==> src/shared/spac_pkg.sv <==
// constants and types of the speakerphone attenuation control
// How it works
// [RULE_01] tx mode loads receive stage, rx loads transmit
// [RULE_02] idle mode halves loss across both stages
// [RULE_03] tx only on tx detect plus acoustic compare
// [RULE_04] rx only on rx detect plus line compare
// [RULE_05] no speech anywhere moves to idle
// [RULE_06] one byte loss, limited to 95 dB
// [RULE_07] agc gain widens or narrows the loss; code only widens it, any agc above AGC_SPAN leaves the loss unchanged
// [RULE_08] ramps into idle step at decay rate
// [RULE_09] other ramps step at switch rate
// [RULE_10] two bit state field is readable
// [RULE_11] receive agc attenuation readable on request
// [RULE_12] field coded idle/tx/rx, set when ramp completes
package spac_pkg;
   // register indices on the plain register port
   localparam logic [2:0] SPAC_ADDR_LOSS = 3'h0;
   localparam logic [2:0] SPAC_ADDR_DECAY = 3'h1;
   localparam logic [2:0] SPAC_ADDR_SWITCH = 3'h2;
   localparam logic [2:0] SPAC_ADDR_STATUS = 3'h3;
   localparam logic [2:0] SPAC_ADDR_RX_AGC = 3'h4;
   localparam logic [2:0] SPAC_ADDR_TX_LVL = 3'h5;
   localparam logic [2:0] SPAC_ADDR_RX_LVL = 3'h6;
   // reset values and limits
   localparam logic [7:0] SPAC_LOSS_RST = 8'h00;
   localparam logic [7:0] SPAC_LOSS_MAX = 8'h5f;
   localparam logic [7:0] SPAC_DECAY_RST = 8'h01;
   localparam logic [7:0] SPAC_SWITCH_RST = 8'h01;
   // status field codes, fourth code unused
   localparam logic [1:0] SPAC_ST_IDLE = 2'h0;
   localparam logic [1:0] SPAC_ST_TX = 2'h1;
   localparam logic [1:0] SPAC_ST_RX = 2'h2;
   localparam int SPAC_ST_RAMP_BIT = 2;
   // timing: rate code lsb in ns per dB, clock period in ns
   localparam int SPAC_CLK_PERIOD_NS = 100;
   localparam int SPAC_DECAY_UNIT_NS = 2666667;
   localparam int SPAC_SWITCH_UNIT_NS = 39216;
   // cycles per half dB step for one code lsb (round down, min one)
   localparam int SPAC_DECAY_STEP_CYC =
      SPAC_DECAY_UNIT_NS / (2 * SPAC_CLK_PERIOD_NS);
   localparam int SPAC_SWITCH_STEP_CYC =
      SPAC_SWITCH_UNIT_NS / (2 * SPAC_CLK_PERIOD_NS);
   localparam int SPAC_LVL_W = 9;
   typedef enum logic [1:0] {SPAC_IDLE, SPAC_TX, SPAC_RX} spac_mode_type;
endpackage : spac_pkg

==> src/shared/spac_loss_if.sv <==
// stream of stage loss pairs between control core and buffer
interface spac_loss_if #(parameter int W = 9);
   logic valid;
   logic ready;
   logic [W-1:0] tx_loss;
   logic [W-1:0] rx_loss;
   modport src (output valid, output tx_loss, output rx_loss, input ready);
   modport snk (input valid, input tx_loss, input rx_loss, output ready);
endinterface : spac_loss_if

==> src/design/spac_pair_buf.sv <==
// two entry buffer for stage loss pairs, all outputs registered
module spac_pair_buf #(
   parameter int W = 9
) (
   // clock and reset
   input wire logic clk,
   input wire logic resetn,
   // filling side
   spac_loss_if.snk in_s,
   // draining side
   output logic out_valid,
   input wire logic out_ready,
   output logic [W-1:0] out_tx,
   output logic [W-1:0] out_rx
);
   typedef struct packed {
      logic [2*W-1:0] e0;
      logic [2*W-1:0] e1;
      logic v0;
      logic v1;
      logic room;
   } spac_buf_type;
   spac_buf_type q, d;
   logic push, pop;

   // handshakes on both sides
   assign push = in_s.valid & q.room;
   assign pop = q.v0 & out_ready;

   // head shifts on pop, new word lands in first free slot
   always_comb begin
      d = q;
      if (pop) begin
         d.e0 = q.e1;
         d.v0 = q.v1;
         d.v1 = 1'b0;
      end
      if (push) begin
         if (!d.v0) begin
            d.e0 = {in_s.tx_loss, in_s.rx_loss};
            d.v0 = 1'b1;
         end else begin
            d.e1 = {in_s.tx_loss, in_s.rx_loss};
            d.v1 = 1'b1;
         end
      end
      d.room = ~d.v1;
   end

   // state register
   always_ff @(posedge clk or negedge resetn) begin
      if (!resetn) begin
         q <= '0;
         q.room <= 1'b1;
      end else begin
         q <= d;
      end
   end

   assign in_s.ready = q.room;
   assign out_valid = q.v0;
   assign out_tx = q.e0[2*W-1:W];
   assign out_rx = q.e0[W-1:0];
endmodule : spac_pair_buf

==> src/design/spac_top.sv <==
// speakerphone attenuation control: mode choice, loss ramps, registers
//
// Design decisions made here: strobed register access and the register offsets.
module spac_top
   import spac_pkg::*;
#(
   parameter int DECAY_STEP_CYC = SPAC_DECAY_STEP_CYC,
   parameter int SWITCH_STEP_CYC = SPAC_SWITCH_STEP_CYC,
   parameter int AGC_SPAN = 24
) (
   // clock and reset
   input wire logic CORE_CLK,
   input wire logic RESETN,
   // register port
   input wire logic [2:0] REG_ADDR,
   input wire logic [7:0] REG_WDATA,
   input wire logic REG_WR,
   input wire logic REG_RD,
   output logic [7:0] REG_RDATA,
   // speech detectors and comparators
   input wire logic TX_SPEECH,
   input wire logic ACOUSTIC_SIDE_COMPARATOR,
   input wire logic RX_SPEECH,
   input wire logic LINE_SIDE_COMPARATOR,
   // automatic gain control attenuations in dB
   input wire logic [7:0] TX_AUTO_GAIN,
   input wire logic [7:0] RX_AUTO_GAIN,
   // voice sample ticks
   input wire logic SAMPLE_VALID,
   output logic SAMPLE_READY,
   // stage losses per sample, half dB units
   output logic LOSS_VALID,
   input wire logic LOSS_READY,
   output logic [SPAC_LVL_W-1:0] TX_LOSS_STAGE,
   output logic [SPAC_LVL_W-1:0] RX_LOSS_STAGE
);
   localparam int LW = SPAC_LVL_W;
   localparam logic [LW-1:0] LVL_MAX = '1;

   typedef struct packed {
      logic [7:0] switchable_loss;
      logic [7:0] decay_rate;
      logic [7:0] switch_rate;
      spac_mode_type mode;
      logic [1:0] speaker_state_field;
      logic [LW-1:0] tx_lvl;
      logic [LW-1:0] rx_lvl;
      logic [23:0] timer;
      logic [7:0] rdata;
   } spac_core_type;
   spac_core_type q, d;

   spac_loss_if #(.W(LW)) loss_s ();

   logic [9:0] eff_wide;
   logic [LW-1:0] eff2;
   logic [LW-1:0] tx_tgt, rx_tgt;
   logic [23:0] period;
   logic [7:0] rate;
   logic at_tgt, tick;
   logic [1:0] mode_code;
   spac_mode_type mode_nx;

   // effective loss grows with agc gain unless either agc exceeds AGC_SPAN, saturating in half dB
   always_comb begin
      eff_wide = 10'({2'h0, q.switchable_loss})
         + 10'(AGC_SPAN) - 10'({2'h0, TX_AUTO_GAIN})
         + 10'(AGC_SPAN) - 10'({2'h0, RX_AUTO_GAIN}); // see [RULE_07]
      if (TX_AUTO_GAIN > 8'(AGC_SPAN) || RX_AUTO_GAIN > 8'(AGC_SPAN)) begin
         eff_wide = 10'({2'h0, q.switchable_loss});
      end
      if (eff_wide > 10'(LVL_MAX >> 1)) begin
         eff2 = LVL_MAX - 9'h001;
      end else begin
         eff2 = LW'({eff_wide[8:0], 1'b0});
      end
   end

   // stage targets per mode
   always_comb begin
      case (q.mode)
         SPAC_TX: begin
            tx_tgt = '0;
            rx_tgt = eff2; // see [RULE_01]
            mode_code = SPAC_ST_TX;
         end
         SPAC_RX: begin
            tx_tgt = eff2; // see [RULE_01]
            rx_tgt = '0;
            mode_code = SPAC_ST_RX;
         end
         default: begin
            tx_tgt = eff2 >> 1; // see [RULE_02]
            rx_tgt = eff2 >> 1;
            mode_code = SPAC_ST_IDLE;
         end
      endcase
   end

   // mode decision from detectors and comparators
   always_comb begin
      mode_nx = q.mode;
      if (TX_SPEECH && ACOUSTIC_SIDE_COMPARATOR) begin
         mode_nx = SPAC_TX; // see [RULE_03]
      end else if (RX_SPEECH && LINE_SIDE_COMPARATOR) begin
         mode_nx = SPAC_RX; // see [RULE_04]
      end else if (!TX_SPEECH && !RX_SPEECH) begin
         mode_nx = SPAC_IDLE; // see [RULE_05]
      end
   end

   // ramp period per half dB step
   always_comb begin
      if (q.mode == SPAC_IDLE) begin
         rate = (q.decay_rate == 8'h00) ? 8'h01 : q.decay_rate;
         period = 24'(int'(rate) * DECAY_STEP_CYC); // see [RULE_08]
      end else begin
         rate = (q.switch_rate == 8'h00) ? 8'h01 : q.switch_rate;
         period = 24'(int'(rate) * SWITCH_STEP_CYC); // see [RULE_09]
      end
      if (period == 24'h000000) begin
         period = 24'h000001;
      end
   end

   assign at_tgt = (q.tx_lvl == tx_tgt) && (q.rx_lvl == rx_tgt);
   assign tick = !at_tgt && (q.timer >= period - 24'h000001);

   // next state: registers, mode, ramp, read data
   always_comb begin
      d = q;
      d.rdata = 8'h00;
      if (REG_WR) begin
         case (REG_ADDR)
            SPAC_ADDR_LOSS: begin
               d.switchable_loss = (REG_WDATA > SPAC_LOSS_MAX) ?
                  SPAC_LOSS_MAX : REG_WDATA; // see [RULE_06]
            end
            SPAC_ADDR_DECAY: d.decay_rate = REG_WDATA;
            SPAC_ADDR_SWITCH: d.switch_rate = REG_WDATA;
            default: d.rdata = 8'h00;
         endcase
      end
      if (REG_RD) begin
         case (REG_ADDR)
            SPAC_ADDR_LOSS: d.rdata = q.switchable_loss;
            SPAC_ADDR_DECAY: d.rdata = q.decay_rate;
            SPAC_ADDR_SWITCH: d.rdata = q.switch_rate;
            SPAC_ADDR_STATUS: begin // see [RULE_10]
               d.rdata = {5'h00, !at_tgt, q.speaker_state_field};
            end
            SPAC_ADDR_RX_AGC: d.rdata = RX_AUTO_GAIN; // see [RULE_11]
            SPAC_ADDR_TX_LVL: d.rdata = q.tx_lvl[LW-1:1];
            SPAC_ADDR_RX_LVL: d.rdata = q.rx_lvl[LW-1:1];
            default: d.rdata = 8'h00;
         endcase
      end
      d.mode = mode_nx;
      // ramp timer restarts when a mode change moves the goal
      if (at_tgt || mode_nx != q.mode || tick) begin
         d.timer = '0;
      end else begin
         d.timer = q.timer + 24'h000001;
      end
      // one half dB per tick toward the target on each stage
      if (tick) begin
         if (q.tx_lvl < tx_tgt) begin
            d.tx_lvl = q.tx_lvl + 9'h001;
         end else if (q.tx_lvl > tx_tgt) begin
            d.tx_lvl = q.tx_lvl - 9'h001;
         end
         if (q.rx_lvl < rx_tgt) begin
            d.rx_lvl = q.rx_lvl + 9'h001;
         end else if (q.rx_lvl > rx_tgt) begin
            d.rx_lvl = q.rx_lvl - 9'h001;
         end
      end
      // state field follows mode once both stages settle
      if (at_tgt) begin
         d.speaker_state_field = mode_code; // see [RULE_12]
      end
   end

   // state register
   always_ff @(posedge CORE_CLK or negedge RESETN) begin
      if (!RESETN) begin
         q <= '0;
         q.switchable_loss <= SPAC_LOSS_RST;
         q.decay_rate <= SPAC_DECAY_RST;
         q.switch_rate <= SPAC_SWITCH_RST;
         q.mode <= SPAC_IDLE;
         q.speaker_state_field <= SPAC_ST_IDLE;
      end else begin
         q <= d;
      end
   end

   // each accepted sample carries the present stage losses
   assign loss_s.valid = SAMPLE_VALID;
   assign loss_s.tx_loss = q.tx_lvl;
   assign loss_s.rx_loss = q.rx_lvl;
   assign SAMPLE_READY = loss_s.ready;
   assign REG_RDATA = q.rdata;

   spac_pair_buf #(.W(LW)) u_buf (
      .clk(CORE_CLK),
      .resetn(RESETN),
      .in_s(loss_s),
      .out_valid(LOSS_VALID),
      .out_ready(LOSS_READY),
      .out_tx(TX_LOSS_STAGE),
      .out_rx(RX_LOSS_STAGE)
   );
endmodule : spac_top

==> config.mk <==
export PLATFORM = sky130hd
export DESIGN_NAME = spac_top
export DESIGN_NICKNAME = d
export VERILOG_FILES = /design/src/shared/spac_pkg.sv /design/src/shared/spac_loss_if.sv /design/src/design/spac_pair_buf.sv /design/src/design/spac_top.sv
export SDC_FILE = /design/constraint.sdc
export NUM_CORES = 1
export LEC_CHECK = 0
export ABC_AREA = 1
export BUFFER_PORTS_ARGS = -buffer_cell sky130_fd_sc_hd__buf_2
export CAP_MARGIN = 20
export CORE_UTILIZATION = 65
export DETAILED_ROUTE_END_ITERATION = 10
export PLACE_DENSITY_LB_ADDON = 0.15
export SLEW_MARGIN = 15
export SYNTH_ARGS = -nofsm -noshare
export SYNTH_HDL_FRONTEND = slang
export SYNTH_SLANG_ARGS = --single-unit
==> constraint.sdc <==
create_clock -name CORE_CLK -period 17.92 [get_ports CORE_CLK]
set_input_delay 3.584 -clock CORE_CLK [delete_from_list [all_inputs] [get_ports CORE_CLK]]
set_output_delay 3.584 -clock CORE_CLK [all_outputs]
set_load 0.005 [all_outputs]
==> results.toml, run 1 <==
[status]
status = "completed"

[global_route]
grt_max_degree = 73
grt_pass1_vias = 10100
grt_pass1_wl_um = 47300
grtUsageTotal = 0.330
grt_antenna_before_repair = 0
grt_overflow = 0

[placement]
dpl-instance-area_sq_um = 11700
io_buffers = 64
dp_slack_ns = 8.22
dp_hpwl_um = 21700
gp_congestion = 0.965

[critical_path]
slowest_delay_ns = 0.55
cpMostUsedCell = "nand2_1"
crit_slowest_cell = "o21ai_0"
worstSetupPathType = "in2reg"
cp.arrival_ns = 9.58
reg2reg_depth = 38
crit_path_start_kind = "input port"
crit_fanout = 6
crit_required_ns = 18.19
end_kind = "register"

[logic_synthesis]
synth.most_common_cell = "nand2_1"
ys.flop_type = "dfrtp_1"
synthesis.area_sq_um = 11300
ys_types = 49
synth_top_area_share = 0.252
ys_ff_latch = 117
synth_commonest_cells = "nand2_1, inv_1, ha_1"
syn_area_per_cell_sq_um = 7.50
synthesis.nets = 1735
yosysSeqAreaShare = 0.259
synth_edf_count = 0
synth_compound_area_frac = 0.122
synth-xor-area-share = 0.0394
synthCells = 1511
synth_area_leaders = "dfrtp_1, ha_1, nand2_1, inv_1, o21ai_0"
synth_top_family_by_area = "simple AND/OR/NAND/NOR gates"
synth_area_leader_cell = "dfrtp_1"
muxShareOfSynthArea = 0.00199
async_reset_ff_frac = 1.00
synthAdderAreaFrac = 0.221
synth-simple-area-share = 0.254
yosysWarningCount = 0

[route]
routed_via_density = 5.68
drcViolationCount = 0
wl_um = 27600
drt_pass1_iterations = 6
drt_iter0_markers = 708
met1Wirelength_um = 12100
top_layer = "met4"
met2_length_um = 13300
avgRoutedWirePerCell_um = 15.5
wl_met3_um = 1310
vias = 10100
ant_nets = 0

[pwr]
switchingPower_mw = 0.884
clock_power_share = 0.183
intPower_mw = 0.931
powerDensity_nw_per_um2 = 148
combPwrFrac = 0.590
p_leak_nw = 6.50
power_mw = 1.82
vdd_drop_max_v = 0.000121
power_frac_seq = 0.226
switching_share = 0.487

[timing]
fin_tns_setup_ns = 0
fmax_mhz = 107
finalSetupViolCount = 0
worst_slew_pin_slew_ns = 0.916
final-max-slew-violation-count = 0
finClkSkew_ns = 0.0109
relSlewSlack = 0.390
fin_crit_sh = 0.520
rsz0062_at_grt = "false"
period_needed_ns = 9.32
setup_ws_ns = 8.60
hold_viol_final = 0

[clock_tree]
ctsHoldBuffers = 0
postCtsSetupBuffers = 0
cts_tree = "yes"
root_buffer = "clkbuf_16"
clock_sinks = 117
htreeDepth = 4
clk_path_buf_depth = 2
clk_pin_slew_worst_paths_ns = 0.06
worstSkewPairLatency_ns = 0.43
cts_resized = 0
cts_made_buffers = 17

[floorplanning]
rows = 47
dieHeight_um = 134
start_util = 0.674
die_x_um = 134
core-area_sq_um = 16800
dieArea_sq_um = 18000
io_pins = 65

[finish]
fin_area_sq_um = 12200
diodes = 0
n_fill_cell = 1374
area_growth_pct = 8.06
drive_gt1_frac = 0.125
finalNetCount = 1771

[run]
maxCapViolations = 0

[min_path]
min_path_type = "reg2reg"
hold_depth = 1
==> path summary, 6_finish.rpt <==
check | endpoint | slack [ns] | start
max in group asynchronous | q[13] | 13.41 | RESETN
hold reg to reg | u_buf.in_s.ready | 0.43 | u_buf.q[1]
setup / recovery | loss_s.rx_loss[7] | 8.60 | RX_AUTO_GAIN[2]
min in group asynchronous | q[73] | 3.15 | RESETN
hold / removal | u_buf.in_s.ready | 0.43 | u_buf.q[1]
setup reg to reg | loss_s.rx_loss[3] | 9.96 | q[65]
==> state kept, by name, indices dropped and copies added, names as in the netlist <==
register / flops
u_buf.out_valid: 1
u_buf.out_tx: 9
loss_s.rx_loss: 9
u_buf.in_s.ready: 1
loss_s.tx_loss: 9
q: 52
u_buf.q: 19
u_buf.out_rx: 9
REG_RDATA: 8
==> kinds of logic (layout without fill, tap and decap cells) <==
group | Yosys count | in the layout
XOR/XNOR | 51 | 51
other | 1 | 1
adder cells (fa/ha/maj) | 187 | 187
flip-flops | 117 | 117
AND/OR/NAND/NOR | 624 | 624
AO/OA/AOI/OAI | 248 | 248
buffers and inverters | 281 | 330
multiplexers | 2 | 2
==> metal layers <==
metal,GRT usage,up-vias
li1,-,5028
met1,0.406,4728
met2,0.579,289
met3,0.0469,66
met4,0.133,0
met5,0,-
==> area by class of cell <==
| class | count | area [sq um] | area share |
|---|---|---|---|
| Timing Repair Buffer | 71 | 377 | 0.0307 |
| Clock buffer | 17 | 425 | 0.0347 |
| Tap cell | 220 | 275 | 0.0225 |
| Multi-Input combinational cell | 1113 | 7240 | 0.591 |
| Clock inverter | 15 | 151 | 0.0124 |
| Sequential cell | 117 | 2930 | 0.239 |
| Inverter | 227 | 852 | 0.0696 |
==> metrics by stage <==
step	util	instances	hold WS, ns
after floorplan	-	1511	0.396
after global placement	0.693	1746	0.412
after detailed placement	0.693	1747	0.418
after CTS	0.728	1779	0.431
after global routing	0.728	1780	0.438
final	0.728	1780	0.426
==> power by group through the flow <==
stage          Sequential [mW]  Clock (mW)  Combinational (mW)
2_1_floorplan            0.388           0               0.840
3_5_place_dp             0.413           0                1.05
6_report                 0.411       0.333                1.07
5_1_grt                  0.419       0.349                1.23
3_3_place_gp             0.411           0                1.02
4_1_cts                  0.409       0.336                1.07
==> layout by cell type (no fill, tap or decap), types with 3 or more instances in the layout <==
master	count
inv_1	207
a21oi_1	82
nand2_1	317
xnor2_1	21
o221ai_1	3
nand3_2	10
xor2_1	30
nor2_4	10
nand4_1	16
a221oi_1	3
a21boi_0	3
buf_4	6
clkbuf_16	17
o21ai_0	101
o21bai_1	8
nor4_1	3
fa_1	22
dfrtp_1	114
inv_2	18
nor2_1	104
o22ai_1	13
a31oi_1	18
nor3_2	7
dfstp_2	3
or2_2	8
inv_6	4
a21oi_2	3
nand3_1	90
o311ai_0	3
inv_8	6
ha_1	165
nand3b_1	9
buf_2	64
nand2_2	10
nor3_1	15
nor3b_1	3
nor2_2	16
a211oi_1	4
==> worst max-delay path: cells and delay by family <==
family          cells  cell delay (ns)
compound gates     14             2.08
fa+ha+maj           6             1.89
simple gates       12             1.29
buf+inv             7             0.58
xor+xnor            1             0.16
Power figures use the tool's default switching activity.
==> run 2: changes to the inputs <==
--- a/config.mk
+++ b/config.mk
@@ -5,10 +5,10 @@
 export SDC_FILE = /design/constraint.sdc
 export NUM_CORES = 1
 export LEC_CHECK = 0
-export ABC_AREA = 1
+export ABC_AREA = 0
 export BUFFER_PORTS_ARGS = -buffer_cell sky130_fd_sc_hd__buf_2
 export CAP_MARGIN = 20
-export CORE_UTILIZATION = 65
+export CORE_UTILIZATION = 63
 export DETAILED_ROUTE_END_ITERATION = 10
 export PLACE_DENSITY_LB_ADDON = 0.15
 export SLEW_MARGIN = 15
==> constraint.sdc (replaced) <==
create_clock -name CORE_CLK -period 9.2 [get_ports CORE_CLK]
set_input_delay 1.84 -clock CORE_CLK [delete_from_list [all_inputs] [get_ports CORE_CLK]]
set_output_delay 1.84 -clock CORE_CLK [all_outputs]
set_load 0.005 [all_outputs]
==> run 2 against run 1 <==
Utilization decreased by 1.8 points. Via count decreased by 12%. Clock power increased by 93%. Register-to-register slack got worse by 9.4 ns. Highest routed layer unchanged.
==> results.toml, run 2 <==
[status]
status = "completed"

[logic_synthesis]
ys_ff_latch = 117
synth_top_family_by_area = "adder cells"
synth_compound_area_frac = 0.163
ys_types = 71
synth-xor-area-share = 0.0570
synth_area_leader_cell = "dfrtp_1"
synthCells = 1205
synth_top_area_share = 0.262
ys.flop_type = "dfrtp_1"
synth_area_leaders = "dfrtp_1, ha_1, fa_1, mux2_2, o21ai_0"
async_reset_ff_frac = 1.00
yosysWarningCount = 0
synth.most_common_cell = "ha_1"
synth_commonest_cells = "ha_1, dfrtp_1, nand2_1"
synthesis.nets = 1429
muxShareOfSynthArea = 0.0724
synth_edf_count = 0
synth-simple-area-share = 0.152
yosysSeqAreaShare = 0.269
syn_area_per_cell_sq_um = 9.05
synthesis.area_sq_um = 10900
synthAdderAreaFrac = 0.230

[clock_tree]
worstSkewPairLatency_ns = 0.42
clk_pin_slew_worst_paths_ns = 0.06
cts_made_buffers = 17
postCtsSetupBuffers = 0
root_buffer = "clkbuf_16"
clk_path_buf_depth = 2
clock_sinks = 117
htreeDepth = 4
ctsHoldBuffers = 0
cts_tree = "yes"

[placement]
dp_hpwl_um = 20200
io_buffers = 64
dp_slack_ns = 0.0595
gp_congestion = 0.987
dpl.cell_count = 1435
dpl-instance-area_sq_um = 11300

[finish]
n_fill_cell = 1303
fin_area_sq_um = 11900
largest_reg_flops = 52
layout_commonest_cell = "ha_1"
reg.largest.list = "q x52, u_buf.q x19"
top_register = "q"
final_cell_mix = "ha_1, dfrtp_1, nand2_1"
drive_gt1_frac = 0.137
instances_no_fill = 1467
fin_util = 0.711
diodes = 0
area_growth_pct = 9.19
finalNetCount = 1458

[min_path]
min_from = "u_buf.q[12]"
hold_depth = 2
hold_end = "u_buf.q[12]"
min_path_type = "reg2reg"

[pwr]
p_leak_nw = 5.90
powerDensity_nw_per_um2 = 319
vdd_drop_max_v = 0.000293
power_mw = 3.80

[floorplanning]
io_pins = 65
dieArea_sq_um = 17800
rows = 47
dieHeight_um = 134
core-area_sq_um = 16800
start_util = 0.651
die_x_um = 134

[critical_path]
cpMostUsedCell = "ha_1"
end_kind = "register"
reg2reg_depth = 35
crit_path_start_kind = "register"
r2r_setup_slack_ns = 0.54
worstSetupPathType = "reg2reg"
crit_slowest_cell = "dfrtp_1"
slowest_delay_ns = 0.46
r2r-end = "loss_s.tx_loss[1]"
crit_required_ns = 9.49
crit_fanout = 8
cp.arrival_ns = 8.96
rr_startpoint = "q[65]"

[global_route]
grt_antenna_before_repair = 0
grt_pass1_vias = 8940
grt_overflow = 0
grt_max_degree = 61
grt_pass1_wl_um = 43200
grtUsageTotal = 0.304

[timing]
setup_ws_ns = 0.536
hold_viol_final = 0
period_needed_ns = 8.66
fin_crit_sh = 0.942
relSlewSlack = 0.273
fmax_mhz = 115
finalSetupViolCount = 0
worst_slew_pin_slew_ns = 1.09
final-max-slew-violation-count = 0
finClkSkew_ns = 0.0118

[route]
avgRoutedWirePerCell_um = 17.8
wl_um = 26100
routed_via_density = 6.05
drt_pass1_iterations = 5
drcViolationCount = 0
drt_iter0_markers = 566
ant_nets = 0
vias = 8878

[run]
maxCapViolations = 0
-- run 2: cell types whose count changed in the layout (fill, tap and decap cells not counted), moves of 16 or more --
cell and delta:
a22oi_1 +19, inv_1 -137, nor2_2 -16, inv_2 -17, mux2i_1 +34, o21ai_0 -25, nand3_1 -63, a21o_1 +21
mux2_2 +33, nand2_1 -217
-- run 2: final cells by class --
type                    count  area [sq um]  area share
inverters                  72           270      0.0227
multi-input cells         948          7430       0.623
flip-flops and latches    117          2930       0.246
repair buffers             78           428      0.0359
clock buffers              17           425      0.0357
clock inverters            15           154      0.0129
well taps                 220           275      0.0231
-- run 2: critical path, delay by kind of cell, from the launching register on --
| kind | cells | cell delay (ns) |
|---|---|---|
| adder cells (fa/ha/maj) | 8 | 2.46 |
| AO/OA/AOI/OAI | 9 | 2.41 |
| AND/OR/NAND/NOR | 13 | 2.18 |
| buffers and inverters | 3 | 0.51 |
| flip-flops | 1 | 0.46 |
| multiplexers | 1 | 0.36 |
| XOR/XNOR | 1 | 0.16 |
-- run 2: how the worst max path moves through the flow --
stage,slack [ns],cells after the start,startpoint,end
finish,0.54,35,q[65],loss_s.tx_loss[1]
floorplan,0.57,34,q[65],loss_s.tx_loss[1]
CTS,0.07,35,q[65],loss_s.tx_loss[1]
global placement,0.25,33,q[65],loss_s.rx_loss[1]
detailed placement,0.06,33,q[65],loss_s.rx_loss[3]
global route,-0.03,35,q[65],loss_s.tx_loss[1]
-- run 2: repair_timing --
action                                 4_1_cts  5_1_grt
setup endpoints to repair                    0       42
resized for setup                            0       11
endpoints found under the hold margin        0        0
-- run 2: power breakdown --
part	switching [mW]	leakage, nW	total [mW]	internal, mW
clock network	0.282	0.279	0.643	0.361
registers	0.152	1.52	0.793	0.641
logic	1.35	4.09	2.37	1.02
total	1.78	5.90	3.80	2.02
-- run 2: cells by family (layout without fill, tap and decap cells) --
kind of cell             Yosys count  in the layout
multiplexers                      72             72
flip-flops                       117            117
buffers and inverters            140            182
XOR/XNOR                          71             71
other                              1              1
AO/OA/AOI/OAI                    280            280
adder cells (fa/ha/maj)          187            187
AND/OR/NAND/NOR                  337            337
-- run 2: stage by stage --
stage | TNS (ns) | hold slack [ns]
floorplan | 0 | 0.449
global placement | 0 | 0.463
detailed placement | 0 | 0.483
CTS | 0 | 0.497
global route | -0.127 | 0.520
finish | 0 | 0.503
-- run 2: routing by layer --
layer  GRT usage  up-vias  part of all wire
met2       0.533      242              0.49
met4       0.126        0             0.034
met5           0        -                 0
met3      0.0468       64             0.042
met1       0.373     4211              0.44
li1            -     4361                 -
